**config.mk**
```make
export PLATFORM = sky130hd
export DESIGN_NAME = cbce_bus_encode
export DESIGN_NICKNAME = d
export VERILOG_FILES = /design/src/rtl/cbce_pkg.sv /design/src/rtl/cbce_bus_encode.sv
export VERILOG_INCLUDE_DIRS = /design/src /design/src/rtl
export SDC_FILE = /design/constraint.sdc
export NUM_CORES = 1
export LEC_CHECK = 0
export CAP_MARGIN = 20
export CORE_AREA = 2 2 105 107
export CTS_CLUSTER_DIAMETER = 150
export DETAILED_ROUTE_END_ITERATION = 10
export DIE_AREA = 0 0 107 109
export DONT_BUFFER_PORTS = 1
export MAX_ROUTING_LAYER = met4
export PLACE_DENSITY = 0.79
export SLEW_MARGIN = 5
export SYNTH_ARGS = -nofsm -noshare
export SYNTH_HDL_FRONTEND = slang
export SYNTH_SLANG_ARGS = --single-unit
```
**constraint.sdc**
```tcl
create_clock -name clk_i -period 4.7 [get_ports clk_i]
set_input_delay 0.94 -clock clk_i [delete_from_list [all_inputs] [get_ports clk_i]]
set_output_delay 0.94 -clock clk_i [all_outputs]
set_load 0.01 [all_outputs]
```
**src/rtl/cbce_params.svh**
```systemverilog
// Constants for the bus cycle encoder: lane codes and scan register width
`ifndef CBCE_PARAMS_SVH
`define CBCE_PARAMS_SVH
`define CBCE_LANES_IDLE 8'hFF
`define CBCE_LANES_B2   8'hFB
`define CBCE_LANES_B4   8'hEF
`define CBCE_LANES_B3   8'hF7
`define CBCE_LANES_B1   8'hFD
`define CBCE_LANES_B0   8'hFE
`define CBCE_SCAN_W     8
`endif

```
**src/rtl/cbce_pkg.sv**
```systemverilog
// Types shared by the bus cycle encoder
package cbce_pkg;
   typedef enum logic [2:0] {
      CBCE_CODE_RD = 3'h0, CBCE_DATA_RD = 3'h1, CBCE_WR_BACK = 3'h2,
      CBCE_WR_NC   = 3'h3, CBCE_IO_RD   = 3'h4, CBCE_IO_WR   = 3'h5,
      CBCE_SPECIAL = 3'h6, CBCE_INTA    = 3'h7
   } cbce_kind_t;
   typedef enum logic [2:0] {
      CBCE_SP_STOP  = 3'h0, CBCE_SP_FLUSH = 3'h1, CBCE_SP_WBACK = 3'h2,
      CBCE_SP_HALT  = 3'h3, CBCE_SP_INVAL = 3'h4, CBCE_SP_SHUT  = 3'h5
   } cbce_spec_t;
   typedef enum logic [1:0] {
      CBCE_IDLE = 2'b00, CBCE_ADDR = 2'b01, CBCE_DATA = 2'b10
   } cbce_state_t;
endpackage : cbce_pkg

```
**src/rtl/cbce_bus_encode.sv**
```systemverilog
// Bus cycle encoder with pin float control and scan sampling
// Summary of operation
// RULE1 - Sampled backoff floats upper address, address parity, data, parity. In scan mode only data and parity float, once the cycle drops to idle.
// RULE2 - Asserting hold acknowledge floats upper address, parity, data lines.
// RULE3 - Address hold floats only upper address and parity, not data. In scan mode the code never floats the address on address hold.
// RULE4 - Tri-state test floats all outputs but supply detect and scan out.
// RULE5 - Scan data and mode inputs sampled on rising test clock.
// RULE6 - Scan data output changes on falling test clock.
// RULE7 - In scan mode inputs sample on test rise, outputs on test fall.
// RULE8 - Code read fills a line only when intent and acknowledge both low.
// RULE9 - Data read fills a line only when intent and acknowledge both low.
// RULE10 - Memory write encodes 1,1,1; intent low for writeback, else high.
// RULE11 - I/O cycles encode 0,1, intent high, write/read per direction.
// RULE12 - Special cycle encodes 0,0,1; interrupt ack 0,0,0; intent high.
// RULE13 - Stop grant and halt pull lane 2 low, bit 4 tells them apart.
// RULE14 - Other specials: bit 4 low, one lane low names the cycle.
// RULE15 - Bus signals sampled and driven on rising bus clock edges.
// RULE16 - Frequency select captured at reset release only.
// RULE17 - Purge request captured at reset release and on clock edges.
// RULE18 - Active-low signals are asserted low, active-high asserted high.
// RULE19 - Far party trusts address only while strobe is asserted.
`timescale 1ns/1ps
`include "cbce_params.svh"

module cbce_bus_encode (
   input  wire logic                clk_i,
   input  wire logic                rst_b_i,
   input  wire logic                cyc_req_i,
   input  wire cbce_pkg::cbce_kind_t cyc_kind_i,
   input  wire cbce_pkg::cbce_spec_t cyc_spec_i,
   input  wire logic                want_fill_i,
   input  wire logic [31:3]         addr_i,
   input  wire logic [7:0]          lanes_n_i,
   input  wire logic [63:0]         wr_data_i,
   input  wire logic                last_ready_i,
   input  wire logic                cacheable_ack_n_i,
   input  wire logic                backoff_n_i,
   input  wire logic                addr_hold_i,
   input  wire logic                hold_req_i,
   input  wire logic                tristate_test_i,
   input  wire logic [2:0]          bus_freq_select_i,
   input  wire logic                purge_req_n_i,
   input  wire logic                scan_mode_i,
   input  wire logic                tck_i,
   input  wire logic                tdi_i,
   input  wire logic                tms_i,
   input  wire logic                trst_n_i,
   output logic                     addr_strobe_n_o,
   output logic                     mem_io_o,
   output logic                     data_code_o,
   output logic                     write_read_o,
   output logic                     line_fill_n_o,
   output logic                     addr_bit4_o,
   output logic [7:0]               lane_enable_n_o,
   output logic                     ctl_oe_o,
   output logic [31:5]              addr_hi_o,
   output logic                     address_parity_o,
   output logic                     addr_oe_o,
   output logic [63:0]              data_o,
   output logic [7:0]               data_parity_o,
   output logic                     data_oe_o,
   output logic                     hold_ack_o,
   output logic                     hold_ack_oe_o,
   output logic                     fill_o,
   output logic [2:0]               freq_o,
   output logic                     purge_seen_o,
   output logic                     core_supply_detect_o,
   output logic                     tdo_o
);
   import cbce_pkg::*;

   cbce_state_t                 state_reg;
   logic                        tck_reg;
   logic                        rel_reg;
   logic [`CBCE_SCAN_W-1:0]     scan_reg;
   logic                        samp_en;
   logic                        out_en;
   logic                        tck_rise;
   logic                        tck_fall;
   logic                        hold_next;
   logic                        backoff_n;

   // Encodes {mem/io, data/code, write/read, intent} for a cycle kind
   function automatic logic [3:0] enc(input cbce_kind_t k,
                                      input logic fill);
      case (k)
         CBCE_CODE_RD: enc = {3'b100, ~fill};
         CBCE_DATA_RD: enc = {3'b110, ~fill};
         CBCE_WR_BACK: enc = 4'hE;
         CBCE_WR_NC:   enc = 4'hF;
         CBCE_IO_RD:   enc = 4'h5;
         CBCE_IO_WR:   enc = 4'h7;
         CBCE_SPECIAL: enc = 4'h3;
         CBCE_INTA:    enc = 4'h1;
         default:      enc = 4'hF;
      endcase
   endfunction : enc

   // Address bit 4 and lane enables that name a special cycle
   function automatic logic [8:0] spec(input cbce_spec_t s);
      case (s)
         CBCE_SP_STOP:  spec = {1'b1, `CBCE_LANES_B2};
         CBCE_SP_HALT:  spec = {1'b0, `CBCE_LANES_B2};
         CBCE_SP_FLUSH: spec = {1'b0, `CBCE_LANES_B4};
         CBCE_SP_WBACK: spec = {1'b0, `CBCE_LANES_B3};
         CBCE_SP_INVAL: spec = {1'b0, `CBCE_LANES_B1};
         CBCE_SP_SHUT:  spec = {1'b0, `CBCE_LANES_B0};
         default:       spec = {1'b0, `CBCE_LANES_IDLE};
      endcase
   endfunction : spec

   // Test clock is a plain synchronous pin, so edges come from one register
   assign tck_rise = tck_i & ~tck_reg;
   assign tck_fall = ~tck_i & tck_reg;
   // Scan mode moves bus cycle pin timing onto the test clock edges; straps and tri-state float keep the bus clock
   assign samp_en = scan_mode_i ? tck_rise : 1'b1; // [RULE7] [RULE15]
   assign out_en  = scan_mode_i ? tck_fall : 1'b1; // [RULE7]
   assign backoff_n    = samp_en & ~backoff_n_i;        // [RULE18]
   assign hold_next = hold_req_i & (state_reg == CBCE_IDLE) & ~backoff_n;

   always_ff @(posedge clk_i or negedge rst_b_i) begin
      if (!rst_b_i) begin
         tck_reg <= 1'b0;
      end else begin
         tck_reg <= tck_i;
      end
   end

   // Bus cycle sequence; backoff drops any cycle back to idle
   always_ff @(posedge clk_i or negedge rst_b_i) begin
      if (!rst_b_i) begin
         state_reg <= CBCE_IDLE;
      end else if (samp_en) begin
         if (backoff_n) begin
            state_reg <= CBCE_IDLE; // [RULE1]
         end else begin
            case (state_reg)
               CBCE_IDLE: begin
                  if (cyc_req_i && !hold_req_i) begin
                     state_reg <= CBCE_ADDR;
                  end
               end
               CBCE_ADDR: state_reg <= CBCE_DATA;
               CBCE_DATA: begin
                  if (last_ready_i) begin
                     state_reg <= CBCE_IDLE;
                  end
               end
               default: state_reg <= CBCE_IDLE;
            endcase
         end
      end
   end

   // Cycle type, lanes and address launch with the strobe and then hold
   always_ff @(posedge clk_i or negedge rst_b_i) begin
      if (!rst_b_i) begin
         addr_strobe_n_o <= 1'b1;
         mem_io_o        <= 1'b0;
         data_code_o     <= 1'b0;
         write_read_o    <= 1'b0;
         line_fill_n_o   <= 1'b1;
         addr_bit4_o     <= 1'b0;
         lane_enable_n_o <= `CBCE_LANES_IDLE;
         addr_hi_o       <= 27'h0;
         address_parity_o <= 1'b0;
         data_o          <= 64'h0;
         data_parity_o   <= 8'h0;
      end else if (out_en) begin
         addr_strobe_n_o <= 1'b1;
         if (state_reg == CBCE_IDLE && cyc_req_i && !hold_req_i
             && !backoff_n) begin
            addr_strobe_n_o <= 1'b0;
            {mem_io_o, data_code_o, write_read_o, line_fill_n_o}
               <= enc(cyc_kind_i, want_fill_i); // [RULE10] [RULE11] [RULE12]
            if (cyc_kind_i == CBCE_SPECIAL) begin
               {addr_bit4_o, lane_enable_n_o}
                  <= spec(cyc_spec_i); // [RULE13] [RULE14]
            end else begin
               addr_bit4_o     <= addr_i[4];
               lane_enable_n_o <= lanes_n_i;
            end
            addr_hi_o        <= addr_i[31:5];
            address_parity_o <= ^addr_i[31:3];
            data_o           <= wr_data_i;
            for (int i = 0; i < 8; i++) begin
               data_parity_o[i] <= ^wr_data_i[8*i +: 8];
            end
         end
      end
   end

   // Read outcome: a fill needs both sides to agree on cacheability
   always_ff @(posedge clk_i or negedge rst_b_i) begin
      if (!rst_b_i) begin
         fill_o <= 1'b0;
      end else if (samp_en) begin
         if (state_reg == CBCE_DATA && last_ready_i && !write_read_o
             && mem_io_o && !backoff_n) begin
            fill_o <= ~line_fill_n_o & ~cacheable_ack_n_i; // [RULE8] [RULE9]
         end
      end
   end

   // Hold acknowledge is granted only between cycles
   always_ff @(posedge clk_i or negedge rst_b_i) begin
      if (!rst_b_i) begin
         hold_ack_o <= 1'b0;
      end else if (out_en) begin
         hold_ack_o <= hold_next;
      end
   end

   // Float control is computed from next-edge causes so it lands on that edge
   always_ff @(posedge clk_i or negedge rst_b_i) begin
      if (!rst_b_i) begin
         ctl_oe_o      <= 1'b0;
         addr_oe_o     <= 1'b0;
         data_oe_o     <= 1'b0;
         hold_ack_oe_o <= 1'b0;
      end else begin
         hold_ack_oe_o <= ~tristate_test_i; // [RULE4]
         if (tristate_test_i) begin
            ctl_oe_o  <= 1'b0; // [RULE4]
            addr_oe_o <= 1'b0;
            data_oe_o <= 1'b0;
         end else if (out_en) begin
            ctl_oe_o  <= ~hold_next & ~backoff_n; // [RULE1] [RULE2]
            addr_oe_o <= ~hold_next & ~backoff_n
                         & ~(samp_en & addr_hold_i); // [RULE3]
            // Data pins follow the write data phase only, not address hold
            data_oe_o <= ~hold_next & ~backoff_n & write_read_o
                         & (state_reg == CBCE_DATA); // [RULE1] [RULE2]
         end
      end
   end

   // Straps: frequency only at release, purge at release and every edge
   always_ff @(posedge clk_i or negedge rst_b_i) begin
      if (!rst_b_i) begin
         rel_reg      <= 1'b0;
         freq_o       <= 3'h0;
         purge_seen_o <= 1'b0;
      end else begin
         rel_reg <= 1'b1;
         if (!rel_reg) begin
            freq_o <= bus_freq_select_i; // [RULE16]
         end
         if (!purge_req_n_i) begin
            purge_seen_o <= 1'b1; // [RULE17]
         end
      end
   end

   // Supply detect is a fixed low level that never floats
   always_ff @(posedge clk_i or negedge rst_b_i) begin
      if (!rst_b_i) begin
         core_supply_detect_o <= 1'b0;
      end else begin
         core_supply_detect_o <= 1'b0;
      end
   end

   // Scan register: mode high captures pins, low shifts serial data in
   always_ff @(posedge clk_i or negedge rst_b_i) begin
      if (!rst_b_i) begin
         scan_reg <= '0;
      end else if (!trst_n_i) begin
         scan_reg <= '0;
      end else if (tck_rise) begin
         if (tms_i) begin // [RULE5]
            scan_reg <= {backoff_n_i, addr_hold_i, hold_req_i,
                         cacheable_ack_n_i, last_ready_i, cyc_req_i,
                         purge_req_n_i, tdi_i};
         end else begin
            scan_reg <= {tdi_i, scan_reg[`CBCE_SCAN_W-1:1]}; // [RULE5]
         end
      end
   end

   // Serial out moves on the falling test edge, half a period after shift
   always_ff @(posedge clk_i or negedge rst_b_i) begin
      if (!rst_b_i) begin
         tdo_o <= 1'b0;
      end else if (!trst_n_i) begin
         tdo_o <= 1'b0;
      end else if (tck_fall) begin
         tdo_o <= scan_reg[0]; // [RULE6]
      end
   end
endmodule : cbce_bus_encode

```
# Yosys cells after proc, flatten, opt, wreduce, memory -nomap -nowiden
# Cells that the tools add are included.
dict set report word_totals {
  input_bits 126
  output_inout_bits 126
  elab_cells 112
  ff_bits 137
}
dict set report op_classes {
  reduce_logical 27
  eq_ne 18
  n_mux 22
  bitwise 21
}
# operator count
set op_table {}
lappend op_table {{XOR reduction 8 bit} 8}
lappend op_table {{one-hot mux 9 bit (6 select lines)} 1}
lappend op_table {{two-way mux 8 bit} 4}
lappend op_table {{one-hot mux 4 bit (8 select lines)} 1}
lappend op_table {{XOR reduction 29 bit} 1}
lappend op_table {{equality test 3 bit (second input constant)} 6}
lappend op_table {{equality test 3 x 2 -> 1 bit (second input constant)} 4}
lappend op_table {{two-way mux 1 bit} 12}
lappend op_table {{AND 1 bit} 11}
lappend op_table {{inverter 1 bit} 10}
lappend op_table {{logical AND 1 bit} 8}
lappend op_table {{equality test 3 x 1 -> 1 bit (second input constant)} 2}
lappend op_table {{logical NOT 3 bit} 2}
lappend op_table {{two-way mux 2 bit} 3}
lappend op_table {{!= test 3 bit (second input constant)} 2}
lappend op_table {{one-hot mux 2 bit (3 select lines)} 1}
lappend op_table {{!= test 2 x 1 -> 1 bit (second input constant)} 2}
lappend op_table {{AND reduction 2 bit} 2}
lappend op_table {{logical NOT 1 bit} 3}
lappend op_table {{AND reduction 3 bit} 1}
lappend op_table {{equality test 2 x 1 -> 1 bit (second input constant)} 1}
lappend op_table {{equality test 2 bit (second input constant)} 1}
lappend op_table {{logical NOT 2 bit} 1}
lappend op_table {{nonzero test 2 bit} 1}

# Depth between registers and ports, before layout
# Gate-level depths: netlist of run 1.
dict set report depth {
  ltp_word 12
  mapped_depth 8
  ltp_nobuf 5
}

# Worst setup path before layout of run 1
# Ideal clock, no wire load.
dict set report synth_timing {
  path_kind {input-to-reg}
  startpoint {in addr_i[16] in the netlist's numbering}
  endpoint {reg address_parity_o}
  t_arrival_ns 2.282
  setup_time_ns 0.076
  path_slack_ns 2.342
  path_buffers 0
  path_stages 5
  t_required_ns 4.624
  path_cell_list {xor2_1 > xnor3_1 > xnor3_1 > xnor3_1 > o21ai_1}
}
dict set report synth_between {
  elab_chain_len 1
}
# item line
set synth_lines {}
lappend synth_lines {{start, declared} cbce_bus_encode.sv:32} ;# input wire logic [31:3] addr_i,
lappend synth_lines {{XOR reduction 29 bit} cbce_bus_encode.sv:184} ;# address_parity_o <= ^addr_i[31:3];
lappend synth_lines {{end signal, assigned} cbce_bus_encode.sv:184}
lappend synth_lines {{end, declared} cbce_bus_encode.sv:57} ;# output logic address_parity_o,
# No other way between the ends.
# A chain may end at the register's enable or synchronous reset.

# Worst setup path in the final report of run 1
dict set report layout_timing {
  startpoint {reg state_reg[0]}
  endpoint {reg lane_enable_n_o[7]}
}
dict set report layout_between {
  elab_chain_len 5
}
# item line
set layout_lines {}
lappend layout_lines {{start, declared} cbce_bus_encode.sv:72} ;# cbce_state_t state_reg;
lappend layout_lines {{start signal, assigned} cbce_bus_encode.sv:132} ;# state_reg <= CBCE_IDLE;
lappend layout_lines {{start signal, assigned} cbce_bus_encode.sv:135} ;# state_reg <= CBCE_IDLE;
lappend layout_lines {{start signal, assigned} cbce_bus_encode.sv:140} ;# state_reg <= CBCE_ADDR;
lappend layout_lines {{logical NOT 2 bit} cbce_bus_encode.sv:171} ;# if (state_reg == CBCE_IDLE && cyc_req_i && !hold_req_i
lappend layout_lines {{logical AND 1 bit (2 in series)} cbce_bus_encode.sv:171}
lappend layout_lines {{logical AND 1 bit} cbce_bus_encode.sv:172} ;# && !backoff_n) begin
lappend layout_lines {{AND reduction 2 bit (no source line)} --}
lappend layout_lines {{end signal, assigned} cbce_bus_encode.sv:164} ;# lane_enable_n_o <= `CBCE_LANES_IDLE;
lappend layout_lines {{end signal, assigned} cbce_bus_encode.sv:181} ;# lane_enable_n_o <= lanes_n_i;
lappend layout_lines {{end, declared} cbce_bus_encode.sv:54} ;# output logic [7:0] lane_enable_n_o,
# No other way between the ends.

==> impl_metrics.tcl, run 1 <==
set metrics [dict create \
    final_util_pct 64.6 \
    fillers 832 \
    fin_nets 776 \
    status "completed" \
    critical_path_buf_inv_count 1 \
    cts_buffers 17 \
    synth.avg_cell_area_um2 9.31 \
    rsz0062_at_grt "false" \
    clk_pin_slew_ps 60 \
    clockPowerShare_pct 36.1 \
    drc_errors 0 \
    synth_top_cell_by_area "dfrtp_1" \
    placed_area_um2 6230 \
    cp.depth 5 \
    fin_ws_ps 2020 \
    crit_path_cell_trace "nor4b_1 -> nor2b_4 -> buf_12 -> o21ai_0 -> nand2_1" \
    vias 4286 \
    swShare_pct 29.8 \
    path_class "reg2reg" \
    cts_max_path_buffers 2 \
    yosysSeqAreaShare_pct 56.0 \
    pin_count 252 \
    slew_headroom_pct 32.8 \
    finalWeightedCongestion 0.841 \
    power.density_nw_per_um2 519 \
    drt_iter0_markers 336 \
    netlist_area_um2 6140 \
    synth_mux_area_share_pct 2.53 \
    syn_nets 786 \
    regMostFlops "data_o" \
    synth.area.top_cells "dfrtp_1, nand2_1, xnor2_1" \
    largest_reg_flops 64 \
    design_area_um2 6850 \
    leakagePower_nw 3.41 \
    cp-start-kind "flip-flop" \
    crit_path_end_kind "flip-flop" \
    worstPathMaxFanout 51 \
    setup_viol 0 \
    overflow 0 \
    cp_top_family "simple AND/OR/NAND/NOR gates" \
    async_flop_share_pct 100 \
    final_hold_viol_count 0 \
    antenna_found_initial 1 \
    maxCapViolations 0 \
    synth_edf_count 0 \
    power_frac_comb_pct 12.7 \
    first_pass_iters 4 \
    wirelength_um 13900 \
    grt_pass1_wl_um 21100 \
    viasPerCell 5.33 \
    num_rows 38 \
    crit_path_end "lane_enable_n_o[7]" \
    die_x_um 107 \
    ys.flop_type "dfrtp_1" \
    r2r-end "lane_enable_n_o[7]" \
    cts_hold_buf 0 \
    peakVddDrop_mv 0.232 \
    max_stage_delay_ps 930 \
    netlist_instances 660 \
    yosysTopAreaCellShare_pct 51.7 \
    root_buffer "clkbuf_8" \
    hold_path.class "in2async" \
    setup-tns-final_ps 0 \
    ys_warn_count 0 \
    seqPwrFrac_pct 51.1 \
    clock_latency_ps 500 \
    start_util_pct 57.9 \
    syn2layout_area_growth_pct 11.4 \
    grt_max_degree 138 \
    internal_power_mw 2.49 \
    synth-seq-cells 137 \
    rrSetupSlack_ps 2020 \
    synth_top_family_by_area "simple AND/OR/NAND/NOR gates" \
    postCtsSetupBuffers 0 \
    die_h_um 109 \
    ys_top_cells_by_count "nand2_1, dfrtp_1, xnor2_1, o21ai_0, clkbuf_1" \
    slowest_stage "nor2b_4" \
    critPathArrivalTime_ps 3130 \
    switchingPower_mw 1.06 \
    place_ws_ps 1580 \
    tightest_slew_ps 1010 \
    cts_resized 0 \
    synth_cell_types 35 \
    wl_per_cell_um 17.2 \
    grt_pass1_vias 4404 \
    slew_viol_final 0 \
    finClkSkew_ps 4.93 \
    timing.fmax_mhz 373 \
    drive_gt1_share_pct 7.69 \
    yosys.area_share.adder_pct 0 \
    drtAntennaViolNets 0 \
    post-route-period-util_pct 57.0 \
    reg_top3 "data_o: 64 flops, addr_hi_o: 27 flops" \
    cts_sinks 137 \
    grt_use_total_pct 24.3 \
    port_buffers 0 \
    dp_hpwl_um 9850 \
    r2r_cells 5 \
    coreArea_um2 10600 \
    critical_path.startpoint "state_reg[0]" \
    min_period_ps 2680 \
    required_ps 5150 \
    synth_xor_area_share_pct 12.4 \
    synth_compound_area_share_pct 4.69 \
    r2r-start "state_reg[0]" \
    die_area_um2 11700 \
    synth-simple-area-share_pct 21.9 \
    cts_max_level 4 \
    cts_tree "done" \
    yosysMostFrequentCell "nand2_1" \
]
-- metrics by stage --
stage	std cells	hold WS [ps]	power (mW)
2_1_floorplan	660	460	2.15
3_5_place_dp	770	488	2.29
6_report	804	124	3.56
5_1_grt	804	91.5	3.74
4_1_cts	802	103	3.59
3_3_place_gp	770	486	2.25
-- area by class of cell --
cell class                      instances  area (um2)  share of cell area [%]
Inverter                                4        15.0                   0.219
Clock inverter                         11         123                    1.79
Multi-Input combinational cell        486        2570                    37.5
Antenna cell                            1        2.50                  0.0366
Timing Repair Buffer                    4        62.6                   0.914
Clock buffer                           21         459                    6.71
Tap cell                              140         175                    2.56
Sequential cell                       137        3440                    50.3
-- layout by cell type (no fill, tap or decap), drive strengths merged, types with 3 or more instances in the layout --
cell,synthesis,layout
nand2,313,313
dfrtp,127,127
xnor2,74,74
o21ai,29,29
clkbuf,26,21
mux2i,11,11
dfstp,10,10
o211a,8,8
clkinvlp,0,7
nor2,6,6
nand3,5,5
xor2,5,5
inv,4,4
mux2,4,4
nand2b,4,4
nor2b,4,4
buf,7,4
xnor3,3,3
-- cell families (layout without fill, tap and decap cells) --
| logic type | count (synthesis) | in the layout |
|---|---|---|
| simple gates | 342 | 342 |
| flops | 137 | 137 |
| xor+xnor | 82 | 82 |
| compound gates | 45 | 45 |
| buf+inv | 37 | 40 |
| mux | 15 | 15 |
| other cells | 2 | 3 |
-- worst min path at each step --
stage,cells after the start,start,endpoint,slack (ps)
finish,0,rst_b_i,data_o[30],120
global route,0,rst_b_i,data_o[30],90
CTS,0,rst_b_i,data_o[30],100
detailed placement,2,lane_enable_n_o[5],lane_enable_n_o[5],490
global placement,2,line_fill_n_o,line_fill_n_o,490
floorplan,2,lane_enable_n_o[5],lane_enable_n_o[5],460
-- layer usage --
metal / vias up / wire length [um] / GRT usage, %
met5: - / 0 / -
met3: 30 / 1390 / 9.92
met4: 0 / 381 / 9.83
met2: 201 / 6990 / 39.9
met1: 2018 / 5080 / 26.3
li1: 2037 / - / -
-- power groups by stage --
| stage | clock, mW | sequential (mW) | combinational [mW] |
|---|---|---|---|
| CTS | 1.31 | 1.82 | 0.455 |
| global placement | 0 | 1.83 | 0.423 |
| floorplan | 0 | 1.76 | 0.390 |
| finish | 1.29 | 1.82 | 0.452 |
| global route | 1.36 | 1.85 | 0.524 |
| detailed placement | 0 | 1.83 | 0.456 |
Power figures use the tool's default switching activity.
==> inputs of run 2 (changes only) <==
- CORE_AREA: 2 2 105 107 -> 2 2 107 109
- DIE_AREA: 0 0 107 109 -> 0 0 109 111
- clock period: 4.7 -> 2.4 ns (I/O delays scaled with it)
==> impl_metrics.tcl, run 2 (synthesis results as in run 1) <==
set metrics [dict create \
    status "finished, violations left" \
    violations "negative hold slack" \
    critical_path.startpoint "state_reg[0]" \
    wl_per_cell_um 16.9 \
    worstPathMaxFanout 43 \
    grt_pass1_vias 4485 \
    fillers 920 \
    rsz0062_at_grt "false" \
    layout_common_cells "nand2_1, dfrtp_1, xnor2_1" \
    final_util_pct 61.7 \
    die_x_um 109 \
    overflow 0 \
    finClkSkew_ps 15.7 \
    root_buffer "clkbuf_16" \
    swShare_pct 30.9 \
    cts_tree "done" \
    layout.cells.non_filler 808 \
    crit_path_end_kind "flip-flop" \
    cp_top_family "simple AND/OR/NAND/NOR gates" \
    met2_usage_pct 38.9 \
    cts_max_path_buffers 2 \
    start_util_pct 55.5 \
    power_frac_comb_pct 13.0 \
    peakVddDrop_mv 0.456 \
    pin_count 252 \
    maxCapViolations 0 \
    slew_viol_final 0 \
    critical_path_buf_inv_count 2 \
    switchingPower_mw 2.11 \
    regMostFlops "data_o" \
    largest_reg_flops 64 \
    dp.cells 776 \
    dp_hpwl_um 9960 \
    worst_hold_slack_ps -243 \
    finalWeightedCongestion 0.820 \
    cts_resized 0 \
    cp-start-kind "flip-flop" \
    antenna_cells 0 \
    grt_use_total_pct 24.1 \
    antenna_found_initial 0 \
    cts_sinks 137 \
    seqPwrFrac_pct 52.1 \
    final_hold_viol_count 132 \
    setup_viol 0 \
    required_ps 2750 \
    reg_top3 "data_o: 64 flops, addr_hi_o: 27 flops" \
    cts_buffers 17 \
    drive_gt1_share_pct 7.97 \
    leakagePower_nw 3.41 \
    grt_max_degree 138 \
    wirelength_um 13700 \
    drc_errors 0 \
    num_rows 39 \
    fin_ws_ps 570 \
    viasPerCell 5.27 \
    hold_path.class "in2async" \
    drt_iter0_markers 356 \
    vias 4260 \
    cts_max_level 4 \
    drtAntennaViolNets 0 \
    mostFrequentLayoutCell "nand2_1" \
    internal_power_mw 4.72 \
    setup-tns-final_ps 0 \
    first_pass_iters 6 \
    busiest_layer "met2" \
    die_area_um2 12100 \
    port_buffers 0 \
    post-route-period-util_pct 76.3 \
    postCtsSetupBuffers 0 \
    die_h_um 111 \
    critPathArrivalTime_ps 2180 \
    max_stage_delay_ps 430 \
    grt_pass1_wl_um 22000 \
    syn2layout_area_growth_pct 11.3 \
    clock_latency_ps 410 \
    clockPowerShare_pct 34.9 \
    grtUsageMet3_pct 8.94 \
    path_class "reg2reg" \
    coreArea_um2 11100 \
    fin_nets 778 \
    slowest_stage "dfrtp_1" \
    clk_pin_slew_ps 60 \
    place_ws_ps 394 \
    crit_top_cell "buf_4" \
    crit_path_cell_trace "nor4b_1 -> buf_4 -> nor2b_4 -> buf_4 -> o21ai_0 -> nand2_1" \
    r2r-start "state_reg[0]" \
    met1_usage_pct 27.4 \
    min_period_ps 1830 \
    timing.fmax_mhz 546 \
    power.density_nw_per_um2 999 \
]
## run 2: changes by cell type in the layout (fill, tap and decap cells not counted), moves of 2 or more
cell,change
inv_6,+3
buf_12,+2
bufinv_16,-2
clkbuf_8,-2
## run 2: cell type report
cell class	instances	area (um2)	area share (%)
Sequential cell	137	3440	50.3
Multi-Input combinational cell	486	2570	37.6
Clock buffer	20	457	6.68
Tap cell	143	179	2.62
Clock inverter	12	92.6	1.35
Timing Repair Buffer	6	82.6	1.21
Inverter	4	15.0	0.220
## run 2: final timing paths
check                                     endpoint  slack, ps  depth (start not counted)
worst max-delay path                 line_fill_n_o        570                          6
worst min-delay path                    data_o[30]       -240                          0
max in group asynchronous            line_fill_n_o       2340                          0
min in group clk_i                         tck_reg         90                          0
worst max register to register       line_fill_n_o        570                          6
worst min register to register  lane_enable_n_o[7]        490                          2
## run 2: per-stage QoR
step / area (um2) / hold slack, ps / power, mW
after global placement: 6280 / 187 / 4.42
after detailed placement: 6280 / 186 / 4.49
after floorplan: 6140 / 184 / 4.20
final: 6830 / -243 / 6.83
after CTS: 6830 / -250 / 6.90
after global routing: 6830 / -260 / 7.22
## run 2: layer usage
metal  share of wire (%)  up-vias
met1                  37     2000
li1                    -     2048
met3                  10       23
met2                  51      189
met4                 2.0        0
met5                   0        -
## run 2: power by group through the flow
stage	clock [mW]	combinational, mW	sequential (mW)
after floorplan	0	0.763	3.44
after global placement	0	0.838	3.58
after detailed placement	0	0.905	3.59
after CTS	2.43	0.901	3.57
after global routing	2.55	1.04	3.63
final	2.38	0.887	3.56
